## src/rtl/sbsum_consts.svh

```systemverilog
/*
 * Bit positions, masks and reset values of the status byte summary logic.
 * Assumes inclusion by bare name from the package and design files.
 */
`ifndef SBSUM_CONSTS_SVH
`define SBSUM_CONSTS_SVH

// Function
// - Bit 2 is set while the error queue is not empty (errq_not_empty_i).
// - With mask bit 2 set, every new error entry raises a service request.
// - Bit 3 is the OR of questionable events ANDed with their enables.
// - Bit 4 is set only while the output buffer holds readable data.
// - Bit 5 is the OR of event status bits ANDed with their enables.
// - Bit 6 is set when any other bit is set with its mask bit.
// - Bit 7 is the OR of operation events ANDed with their enables.
// - Mask bit 6 is ignored for the master summary and service request.
// - A masked status bit rising from 0 to 1 raises a service request.
// - Reading an event part clears it; condition and enable are untouched.
// - Status byte query and serial poll both return the current value.

// ----------------------------------------------------------------------------
// Status byte bit positions
// ----------------------------------------------------------------------------
`define SBSUM_BIT_ERRQ   2
`define SBSUM_BIT_QUEST  3
`define SBSUM_BIT_OUTPEND 4
`define SBSUM_BIT_EVSUM  5
`define SBSUM_BIT_MASTER 6
`define SBSUM_BIT_OPER   7

// ----------------------------------------------------------------------------
// Masks and reset values
// ----------------------------------------------------------------------------
`define SBSUM_MASTER_IGNORE 8'hBF
`define SBSUM_MASK_RESET   8'h00
`define SBSUM_BYTE_RESET   8'h00
`define SBSUM_GRP_WIDTH    16

`endif

```

## src/rtl/sbsum_pkg.sv

```systemverilog
/*
 * Types of the status byte summary logic.
 * Assumes sbsum_consts.svh is on the include path.
 */
`include "sbsum_consts.svh"

package sbsum_pkg;

    // ------------------------------------------------------------------------
    // Types
    // ------------------------------------------------------------------------
    typedef logic [7:0]                   sbsum_byte_t;
    typedef logic [`SBSUM_GRP_WIDTH-1:0]  sbsum_grp_t;

endpackage

```

## src/rtl/sbsum_group_reg.sv

```systemverilog
/*
 * One status register group: condition edge filters, event part with
 * clear on read, enable gating and the sum bit.
 * Assumes condition, filter and enable inputs come from ref_clk_i logic.
 */
`timescale 1ns/1ps
`default_nettype none

module sbsum_group_reg #(
    parameter int W = 16
) (
    // Clock and reset
    input  wire logic          ref_clk_i,
    input  wire logic          rst_i,
    // Group parts
    input  wire logic [W-1:0]  cond_i,
    input  wire logic [W-1:0]  ptr_i,
    input  wire logic [W-1:0]  ntr_i,
    input  wire logic [W-1:0]  enable_i,
    // Event read port
    input  wire logic          rd_i,
    output logic      [W-1:0]  rdata_o,
    // Sum bit
    output logic               sum_o
);

    logic [W-1:0]  cond_prev_ff;
    logic [W-1:0]  event_ff;
    logic [W-1:0]  rdata_ff;
    logic [W-1:0]  nxt_cond_prev;
    logic [W-1:0]  nxt_event;
    logic [W-1:0]  nxt_rdata;
    logic [W-1:0]  set_bits;

    // ------------------------------------------------------------------------
    // Event part
    // ------------------------------------------------------------------------
    always_comb begin
        set_bits = (cond_i & ~cond_prev_ff & ptr_i)
                 | (~cond_i & cond_prev_ff & ntr_i);
        set_bits[W-1] = 1'b0;
        nxt_cond_prev = cond_i;
        nxt_event = rd_i ? '0 : event_ff;
        nxt_event = nxt_event | set_bits;  // Set wins over read clear
        nxt_rdata = rd_i ? event_ff : rdata_ff;
    end

    always_ff @(posedge ref_clk_i or posedge rst_i) begin
        if (rst_i) begin
            cond_prev_ff <= '0;
            event_ff     <= '0;
            rdata_ff     <= '0;
        end else begin
            cond_prev_ff <= nxt_cond_prev;
            event_ff     <= nxt_event;
            rdata_ff     <= nxt_rdata;
        end
    end

    assign rdata_o = rdata_ff;
    assign sum_o   = |(event_ff & enable_i);

    // ------------------------------------------------------------------------
    // Checks
    // ------------------------------------------------------------------------
    AST_EVENT_CLEAR_ON_READ: assert property (
        @(posedge ref_clk_i) disable iff (rst_i)
        rd_i && (set_bits == '0) |=> (event_ff == '0) &&
                                     (rdata_ff == $past(event_ff)))
        else $error("event part not cleared by read");

endmodule

`default_nettype wire

```

## src/rtl/sbsum_top.sv

```systemverilog
/*
 * Status byte summary logic: error queue, questionable, output pending,
 * event summary, master summary and operation bits, service request mask
 * and the service request with serial poll.
 * Assumes all inputs come from logic on ref_clk_i; bits 0 and 1 read zero.
 */
`timescale 1ns/1ps
`default_nettype none

`include "sbsum_consts.svh"

module sbsum_top #(
    parameter int GW = `SBSUM_GRP_WIDTH
) (
    // Clock and reset
    input  wire logic           ref_clk_i,
    input  wire logic           rst_i,
    // Error queue
    input  wire logic           errq_push_i,
    input  wire logic           errq_not_empty_i,
    // Questionable group
    input  wire logic [GW-1:0]  quest_cond_i,
    input  wire logic [GW-1:0]  quest_ptr_i,
    input  wire logic [GW-1:0]  quest_ntr_i,
    input  wire logic [GW-1:0]  quest_enable_i,
    input  wire logic           quest_rd_i,
    output logic      [GW-1:0]  quest_event_o,
    // Operation group
    input  wire logic [GW-1:0]  oper_cond_i,
    input  wire logic [GW-1:0]  oper_ptr_i,
    input  wire logic [GW-1:0]  oper_ntr_i,
    input  wire logic [GW-1:0]  oper_enable_i,
    input  wire logic           oper_rd_i,
    output logic      [GW-1:0]  oper_event_o,
    // Event status register and enable
    input  wire logic [7:0]     esr_i,
    input  wire logic [7:0]     ese_i,
    // Output buffer
    input  wire logic           output_pending_i,
    // Service request mask
    input  wire logic           mask_wr_i,
    input  wire logic [7:0]     mask_wdata_i,
    output logic      [7:0]     service_request_mask_o,
    // Status byte read
    input  wire logic           byte_query_i,
    input  wire logic           serial_poll_i,
    output logic      [7:0]     summary_status_byte_o,
    // Service request
    output logic                service_req_o
);

    // ------------------------------------------------------------------------
    // Masked OR
    // ------------------------------------------------------------------------
    function automatic logic masked_or(input logic [7:0] v,
                                       input logic [7:0] m);
        masked_or = |(v & m);
    endfunction

    sbsum_pkg::sbsum_byte_t  mask_ff;
    sbsum_pkg::sbsum_byte_t  byte_prev_ff;
    sbsum_pkg::sbsum_byte_t  byte_rd_ff;
    logic                    srq_ff;
    sbsum_pkg::sbsum_byte_t  nxt_mask;
    sbsum_pkg::sbsum_byte_t  nxt_byte_prev;
    sbsum_pkg::sbsum_byte_t  nxt_byte_rd;
    logic                    nxt_srq;
    sbsum_pkg::sbsum_byte_t  byte_base;
    sbsum_pkg::sbsum_byte_t  byte_now;
    sbsum_pkg::sbsum_byte_t  mask_eff;
    logic                    quest_sum;
    logic                    oper_sum;
    logic                    event_summary_flag;
    logic                    master_summary_flag;
    logic                    new_req;

    // ------------------------------------------------------------------------
    // Lower groups
    // ------------------------------------------------------------------------
    sbsum_group_reg #(
        .W (GW)
    ) u_quest (
        .ref_clk_i (ref_clk_i),
        .rst_i     (rst_i),
        .cond_i    (quest_cond_i),
        .ptr_i     (quest_ptr_i),
        .ntr_i     (quest_ntr_i),
        .enable_i  (quest_enable_i),
        .rd_i      (quest_rd_i),
        .rdata_o   (quest_event_o),
        .sum_o     (quest_sum)
    );

    sbsum_group_reg #(
        .W (GW)
    ) u_oper (
        .ref_clk_i (ref_clk_i),
        .rst_i     (rst_i),
        .cond_i    (oper_cond_i),
        .ptr_i     (oper_ptr_i),
        .ntr_i     (oper_ntr_i),
        .enable_i  (oper_enable_i),
        .rd_i      (oper_rd_i),
        .rdata_o   (oper_event_o),
        .sum_o     (oper_sum)
    );

    // ------------------------------------------------------------------------
    // Summary bits, recomputed every cycle
    // ------------------------------------------------------------------------
    always_comb begin
        event_summary_flag = masked_or(esr_i, ese_i);
        mask_eff = mask_ff & `SBSUM_MASTER_IGNORE;
        byte_base = `SBSUM_BYTE_RESET;
        byte_base[`SBSUM_BIT_ERRQ]    = errq_not_empty_i;
        byte_base[`SBSUM_BIT_QUEST]   = quest_sum;
        byte_base[`SBSUM_BIT_OUTPEND] = output_pending_i;
        byte_base[`SBSUM_BIT_EVSUM]   = event_summary_flag;
        byte_base[`SBSUM_BIT_OPER]    = oper_sum;
        master_summary_flag = masked_or(byte_base, mask_eff);
        byte_now = byte_base;
        byte_now[`SBSUM_BIT_MASTER] = master_summary_flag;
    end

    // ------------------------------------------------------------------------
    // Mask, read data and service request
    // ------------------------------------------------------------------------
    always_comb begin
        nxt_mask = mask_wr_i ? mask_wdata_i : mask_ff;
        nxt_byte_prev = byte_now;
        nxt_byte_rd = byte_rd_ff;
        if (byte_query_i || serial_poll_i) begin
            nxt_byte_rd = byte_now;
        end
        new_req = masked_or(byte_now & ~byte_prev_ff,
                            mask_eff);
        new_req = new_req
               || (errq_push_i && mask_eff[`SBSUM_BIT_ERRQ]);
        nxt_srq = serial_poll_i ? 1'b0 : srq_ff;
        nxt_srq = nxt_srq | new_req;                 // New request wins
    end

    always_ff @(posedge ref_clk_i or posedge rst_i) begin
        if (rst_i) begin
            mask_ff      <= `SBSUM_MASK_RESET;
            byte_prev_ff <= `SBSUM_BYTE_RESET;
            byte_rd_ff   <= `SBSUM_BYTE_RESET;
            srq_ff       <= 1'b0;
        end else begin
            mask_ff      <= nxt_mask;
            byte_prev_ff <= nxt_byte_prev;
            byte_rd_ff   <= nxt_byte_rd;
            srq_ff       <= nxt_srq;
        end
    end

    assign service_request_mask_o = mask_ff;
    assign summary_status_byte_o  = byte_rd_ff;
    assign service_req_o          = srq_ff;

    // ------------------------------------------------------------------------
    // Checks
    // ------------------------------------------------------------------------
    AST_ERRQ_BIT: assert property (
        @(posedge ref_clk_i) disable iff (rst_i)
        byte_query_i |=> byte_rd_ff[2] == $past(errq_not_empty_i))
        else $error("error queue bit wrong");

    AST_ERRQ_SRQ: assert property (
        @(posedge ref_clk_i) disable iff (rst_i)
        errq_push_i && mask_ff[2] |=> service_req_o)
        else $error("error entry did not request service");

    AST_QUEST_BIT: assert property (
        @(posedge ref_clk_i) disable iff (rst_i)
        serial_poll_i |=> byte_rd_ff[3] == $past(quest_sum))
        else $error("questionable bit wrong");

    AST_OUTPEND_BIT: assert property (
        @(posedge ref_clk_i) disable iff (rst_i)
        byte_query_i && !output_pending_i |=> !summary_status_byte_o[4])
        else $error("output pending bit set without data");

    AST_EVSUM_BIT: assert property (
        @(posedge ref_clk_i) disable iff (rst_i)
        byte_query_i |=> byte_rd_ff[5] == $past(|(esr_i & ese_i)))
        else $error("event summary bit wrong");

    AST_MASTER_BIT: assert property (
        @(posedge ref_clk_i) disable iff (rst_i)
        byte_query_i |=> byte_rd_ff[6] ==
            |(byte_rd_ff & $past(mask_ff) & `SBSUM_MASTER_IGNORE))
        else $error("master summary bit wrong");

    AST_MASK6_IGNORED: assert property (
        @(posedge ref_clk_i) disable iff (rst_i)
        mask_ff == 8'h40 |-> !master_summary_flag)
        else $error("mask bit 6 affected master summary");

    AST_OPER_BIT: assert property (
        @(posedge ref_clk_i) disable iff (rst_i)
        serial_poll_i |=> byte_rd_ff[7] == $past(oper_sum))
        else $error("operation bit wrong");

    AST_SRQ_ON_RISE: assert property (
        @(posedge ref_clk_i) disable iff (rst_i)
        $rose(byte_now[3]) && mask_ff[3] |=> service_req_o)
        else $error("rising masked bit did not request service");

    AST_SRQ_ON_PEND_RISE: assert property (
        @(posedge ref_clk_i) disable iff (rst_i)
        $rose(byte_now[4]) && mask_ff[4] |=> service_req_o)
        else $error("rising pending bit did not request service");

    AST_POLL_CLEARS: assert property (
        @(posedge ref_clk_i) disable iff (rst_i)
        serial_poll_i && !new_req |=> !service_req_o ##1
            (service_req_o == $past(new_req)))
        else $error("serial poll did not clear service request");

    AST_MASK_IMMEDIATE: assert property (
        @(posedge ref_clk_i) disable iff (rst_i)
        mask_wr_i ##[1:2] byte_query_i |=>
            byte_rd_ff[6] == |($past(byte_base, 1) & $past(mask_ff)
                               & `SBSUM_MASTER_IGNORE))
        else $error("mask change did not act at once");

    COV_ERRQ_SRQ: cover property (
        @(posedge ref_clk_i) disable iff (rst_i)
        errq_push_i && mask_ff[2] ##1 service_req_o ##[1:20] serial_poll_i);

    COV_OUTPEND_QUERY: cover property (
        @(posedge ref_clk_i) disable iff (rst_i)
        output_pending_i && byte_query_i);

    COV_OPER_SRQ: cover property (
        @(posedge ref_clk_i) disable iff (rst_i)
        $rose(oper_sum) && mask_ff[7]);

    COV_QUEST_READ: cover property (
        @(posedge ref_clk_i) disable iff (rst_i)
        quest_sum ##1 quest_rd_i);

endmodule

`default_nettype wire

```

## config.mk

```make
export PLATFORM = sky130hd
export DESIGN_NAME = sbsum_top
export DESIGN_NICKNAME = d
export VERILOG_FILES = /design/src/rtl/sbsum_pkg.sv /design/src/rtl/sbsum_group_reg.sv /design/src/rtl/sbsum_top.sv
export VERILOG_INCLUDE_DIRS = /design/src /design/src/rtl
export SDC_FILE = /design/constraint.sdc
export NUM_CORES = 1
export LEC_CHECK = 0
export BUFFER_PORTS_ARGS = -buffer_cell sky130_fd_sc_hd__buf_4
export CORE_ASPECT_RATIO = 0.75
export CORE_UTILIZATION = 46
export CTS_BUF_LIST = sky130_fd_sc_hd__clkbuf_8 sky130_fd_sc_hd__clkbuf_16
export DETAILED_ROUTE_END_ITERATION = 12
export HOLD_SLACK_MARGIN = 0.15
export PLACE_DENSITY = 0.8
export SLEW_MARGIN = 10
export SYNTH_ARGS = -nofsm -noshare
export SYNTH_HDL_FRONTEND = slang
export SYNTH_HIERARCHICAL = 1
export SYNTH_SLANG_ARGS = --single-unit
```

## constraint.sdc

```tcl
create_clock -name ref_clk_i -period 2.2 [get_ports ref_clk_i]
set_input_delay 0.22 -clock ref_clk_i [delete_from_list [all_inputs] [get_ports ref_clk_i]]
set_output_delay 0.22 -clock ref_clk_i [all_outputs]
set_load 0.03 [all_outputs]
```

==> results.cfg <==
[setup_path]
slowest_delay_ns = 0.41
setup.worst_path.class = flop to flop
worstSetupStartpointType = flop
crit_chain = a22o_1 -> a221oi_1 -> nand4_1 -> nand2_1 -> o221ai_1 -> a311o_1
reg2regPathDepth = 6
required_ns = 2.42
end_kind = flop
critPathSlowestCell = dfrtp_1
r2r-end = service_req_o
r2r_start = u_quest/event_ff[3]
arrival_ns = 2.11
reg2reg_slack_ns = 0.32
critPathMaxFanout = 3

[place]
hpwl_mm = 8.03
pre_cts_ws_ns = 0.363
dpl_cell_area_mm2 = 0.00597
io_buffers = 198
gp_congestion = 0.859

[outcome]
status = complete, no violations

[die]
initial_core_util = 0.478
core_area_mm2 = 0.00916
die_h_um = 86.5
io_pins = 211
fp.dieW_um = 115
dieArea_mm2 = 0.00992
rows = 30

[synthesis]
ys_seq_area_frac = 0.629
syn_inst = 341
synth_largest_area_cell = dfrtp_1
synthesis.area_mm2 = 0.00438
yosysWarnings = 6
synth_top_area_share = 0.629
ys_types = 28
synthTopCellsByArea = dfrtp_1 63%, mux2_2 9.8%, nand3b_1 5.3%, o211ai_1 4.8%, nand2_1 3.9%
ys_ff_latch = 110
avgSynthCellArea_um2 = 12.8

[finish]
regArea_mm2 = 0.00275
diodes = 0
multi_input_area_mm2 = 0.00153
nets = 784
area_delta_synth_final_pct = 61.8
fill_cells = 553
layout-drive-gt1-share = 0.410
final_area_mm2 = 0.00709

[sta]
maxSlewViolCount = 0
maxSlewHeadroom = 0.505
fin_skew_ns = 0.00740
finalCritPeriodShare = 0.855
period_minus_slack_ns = 1.88
setup_tns_ns = 0
tightest_slew_ns = 0.741
finalHoldViolCount = 0
rsz0062_at_grt = false
setup_slack_ns = 0.319
max_freq_mhz = 532
setup_viol = 0

[route]
routed_wl_mm = 11.9
first_pass_iters = 6
drt_iter0_drc = 134
antenna_left = 0
wire_per_inst_um = 15.8
drc = 0
vias_per_cell = 5.05
vias = 3810

[min_path]
worst_hold_path.endpoint = u_quest/event_ff[1]
min_from = quest_ntr_i[1]
min_delay_path_depth = 3
hp-class = primary input to flop

[global_route]
grt_pass1_vias = 4050
grt-ovfl-total = 0
grt_max_degree = 46
grt_pass1_wl_mm = 18.8
antenna_found_initial = 0
grt_use_total = 0.249

[power_and_ir_drop]
power_density_mw_per_mm2 = 726
total_power_w = 0.00515
p_leak_nw = 3.32
ir_worst_vdd_mv = 0.626

[clock_tree]
cts_tree = built
clk_pin_slew_worst_paths_ns = 0.07
cts_setup_buffers = 0
cts_buffer_depth = 2
cts_sinks = 110
htree_levels = 3
ctsResizeCount = 0
cts_buffers = 9
cts_root_buf = clkbuf_16
clock_latency_ns = 0.34

[flow_run]
maxCapViolations = 0
[layout make-up]
cell class | count | area share
clock buffers | 10 | 0.0337
inverters | 8 | 0.00424
flip-flops and latches | 110 | 0.388
multi-input cells | 212 | 0.216
clock inverters | 6 | 0.00883
well taps | 128 | 0.0226
repair buffers | 281 | 0.326
[state kept, by name, indices dropped and copies added (netlist names)]
signal and cells:
u_oper/cond_prev_ff 15, u_oper/event_ff 15, summary_status_byte_o 6, service_request_mask_o 8, service_req_o 1, u_quest/cond_prev_ff 15, byte_prev_ff 5, u_quest/event_ff 15
u_oper/rdata_o 15, u_quest/rdata_o 15
[layer usage]
| layer | vias to the layer above | track usage | wire [um] | part of all wire |
|---|---|---|---|---|
| li1 | 1774 | - | - | - |
| met1 | 1878 | 0.280 | 4660 | 0.39 |
| met2 | 134 | 0.466 | 6330 | 0.53 |
| met3 | 24 | 0.0545 | 645 | 0.054 |
| met4 | 0 | 0.0909 | 267 | 0.022 |
| met5 | - | 0 | 0 | 0 |
[cell usage in the layout (no fill, tap or decap), types with 3 or more instances in the layout]
cell type	instances
a22oi_1	9
dlygate4sd3_1	81
nand2_1	46
nor2_1	3
or2b_1	4
nand2b_1	24
nand3b_1	31
o221ai_1	4
mux2_2	38
buf_4	200
inv_1	6
o211ai_1	28
a22o_1	6
dfrtp_1	110
clkbuf_16	9
conb_1	4
[Yosys cell counts]
library cell	count
a222oi_1	2
inv_2	1
a22o_1	6
o21ai_0	1
nand4_1	2
o221ai_1	4
nand2b_1	24
mux2_2	38
a311o_1	1
nor4_4	1
nor2_1	3
nand3b_1	31
a22oi_1	9
conb_1	3
o211ai_1	28
buf_4	6
and4_1	1
buf_2	2
a221oi_1	2
or2_2	1
and3_1	2
inv_1	7
dfrtp_1	110
nand2_1	46
or2b_1	4
clkbuf_1	4
o22ai_1	1
a21oi_1	1
[worst max-delay path by stage]
stage,startpoint,to,cells after the start
final,u_quest/event_ff[3],service_req_o,6
after global routing,u_quest/event_ff[3],service_req_o,6
after CTS,u_quest/event_ff[3],service_req_o,6
after detailed placement,u_oper/event_ff[2],service_req_o,6
after global placement,u_quest/event_ff[2],service_req_o,6
after floorplan,u_oper/event_ff[2],service_req_o,6
[power breakdown]
part | total [W] | switching [W] | internal (W)
registers | 0.00236 | 0.000134 | 0.00223
clock network | 0.00161 | 0.000698 | 0.000909
logic | 0.00118 | 0.000559 | 0.000617
[worst max-delay path, delay by kind of cell, from the launching register on]
family          cells  cell delay (ns)
flops               1             0.41
simple gates        2             0.40
compound gates      4             0.96
[cells by family after synthesis]
kind of cell,count (synthesis),share of synthesized area
buf+inv,20,0.0229
simple gates,115,0.150
mux,38,0.0977
flops,110,0.629
other cells,3,0.00257
compound gates,55,0.0980
[timing repair]
item | CTS | global route
endpoints found under the hold margin | 176 | 1
hold buffers | 80 | 1
endpoints found under the setup margin | 0 | 0
[metrics by stage]
step / hold WS [ns] / cells / util
finish: 0.163 / 755 / 0.774
floorplan: 0.184 / 342 / -
global route: 0.153 / 755 / 0.774
detailed placement: 0.344 / 658 / 0.652
global placement: 0.342 / 658 / 0.652
CTS: 0.151 / 754 / 0.773
Note: power is estimated with default switching activity, not from simulation.
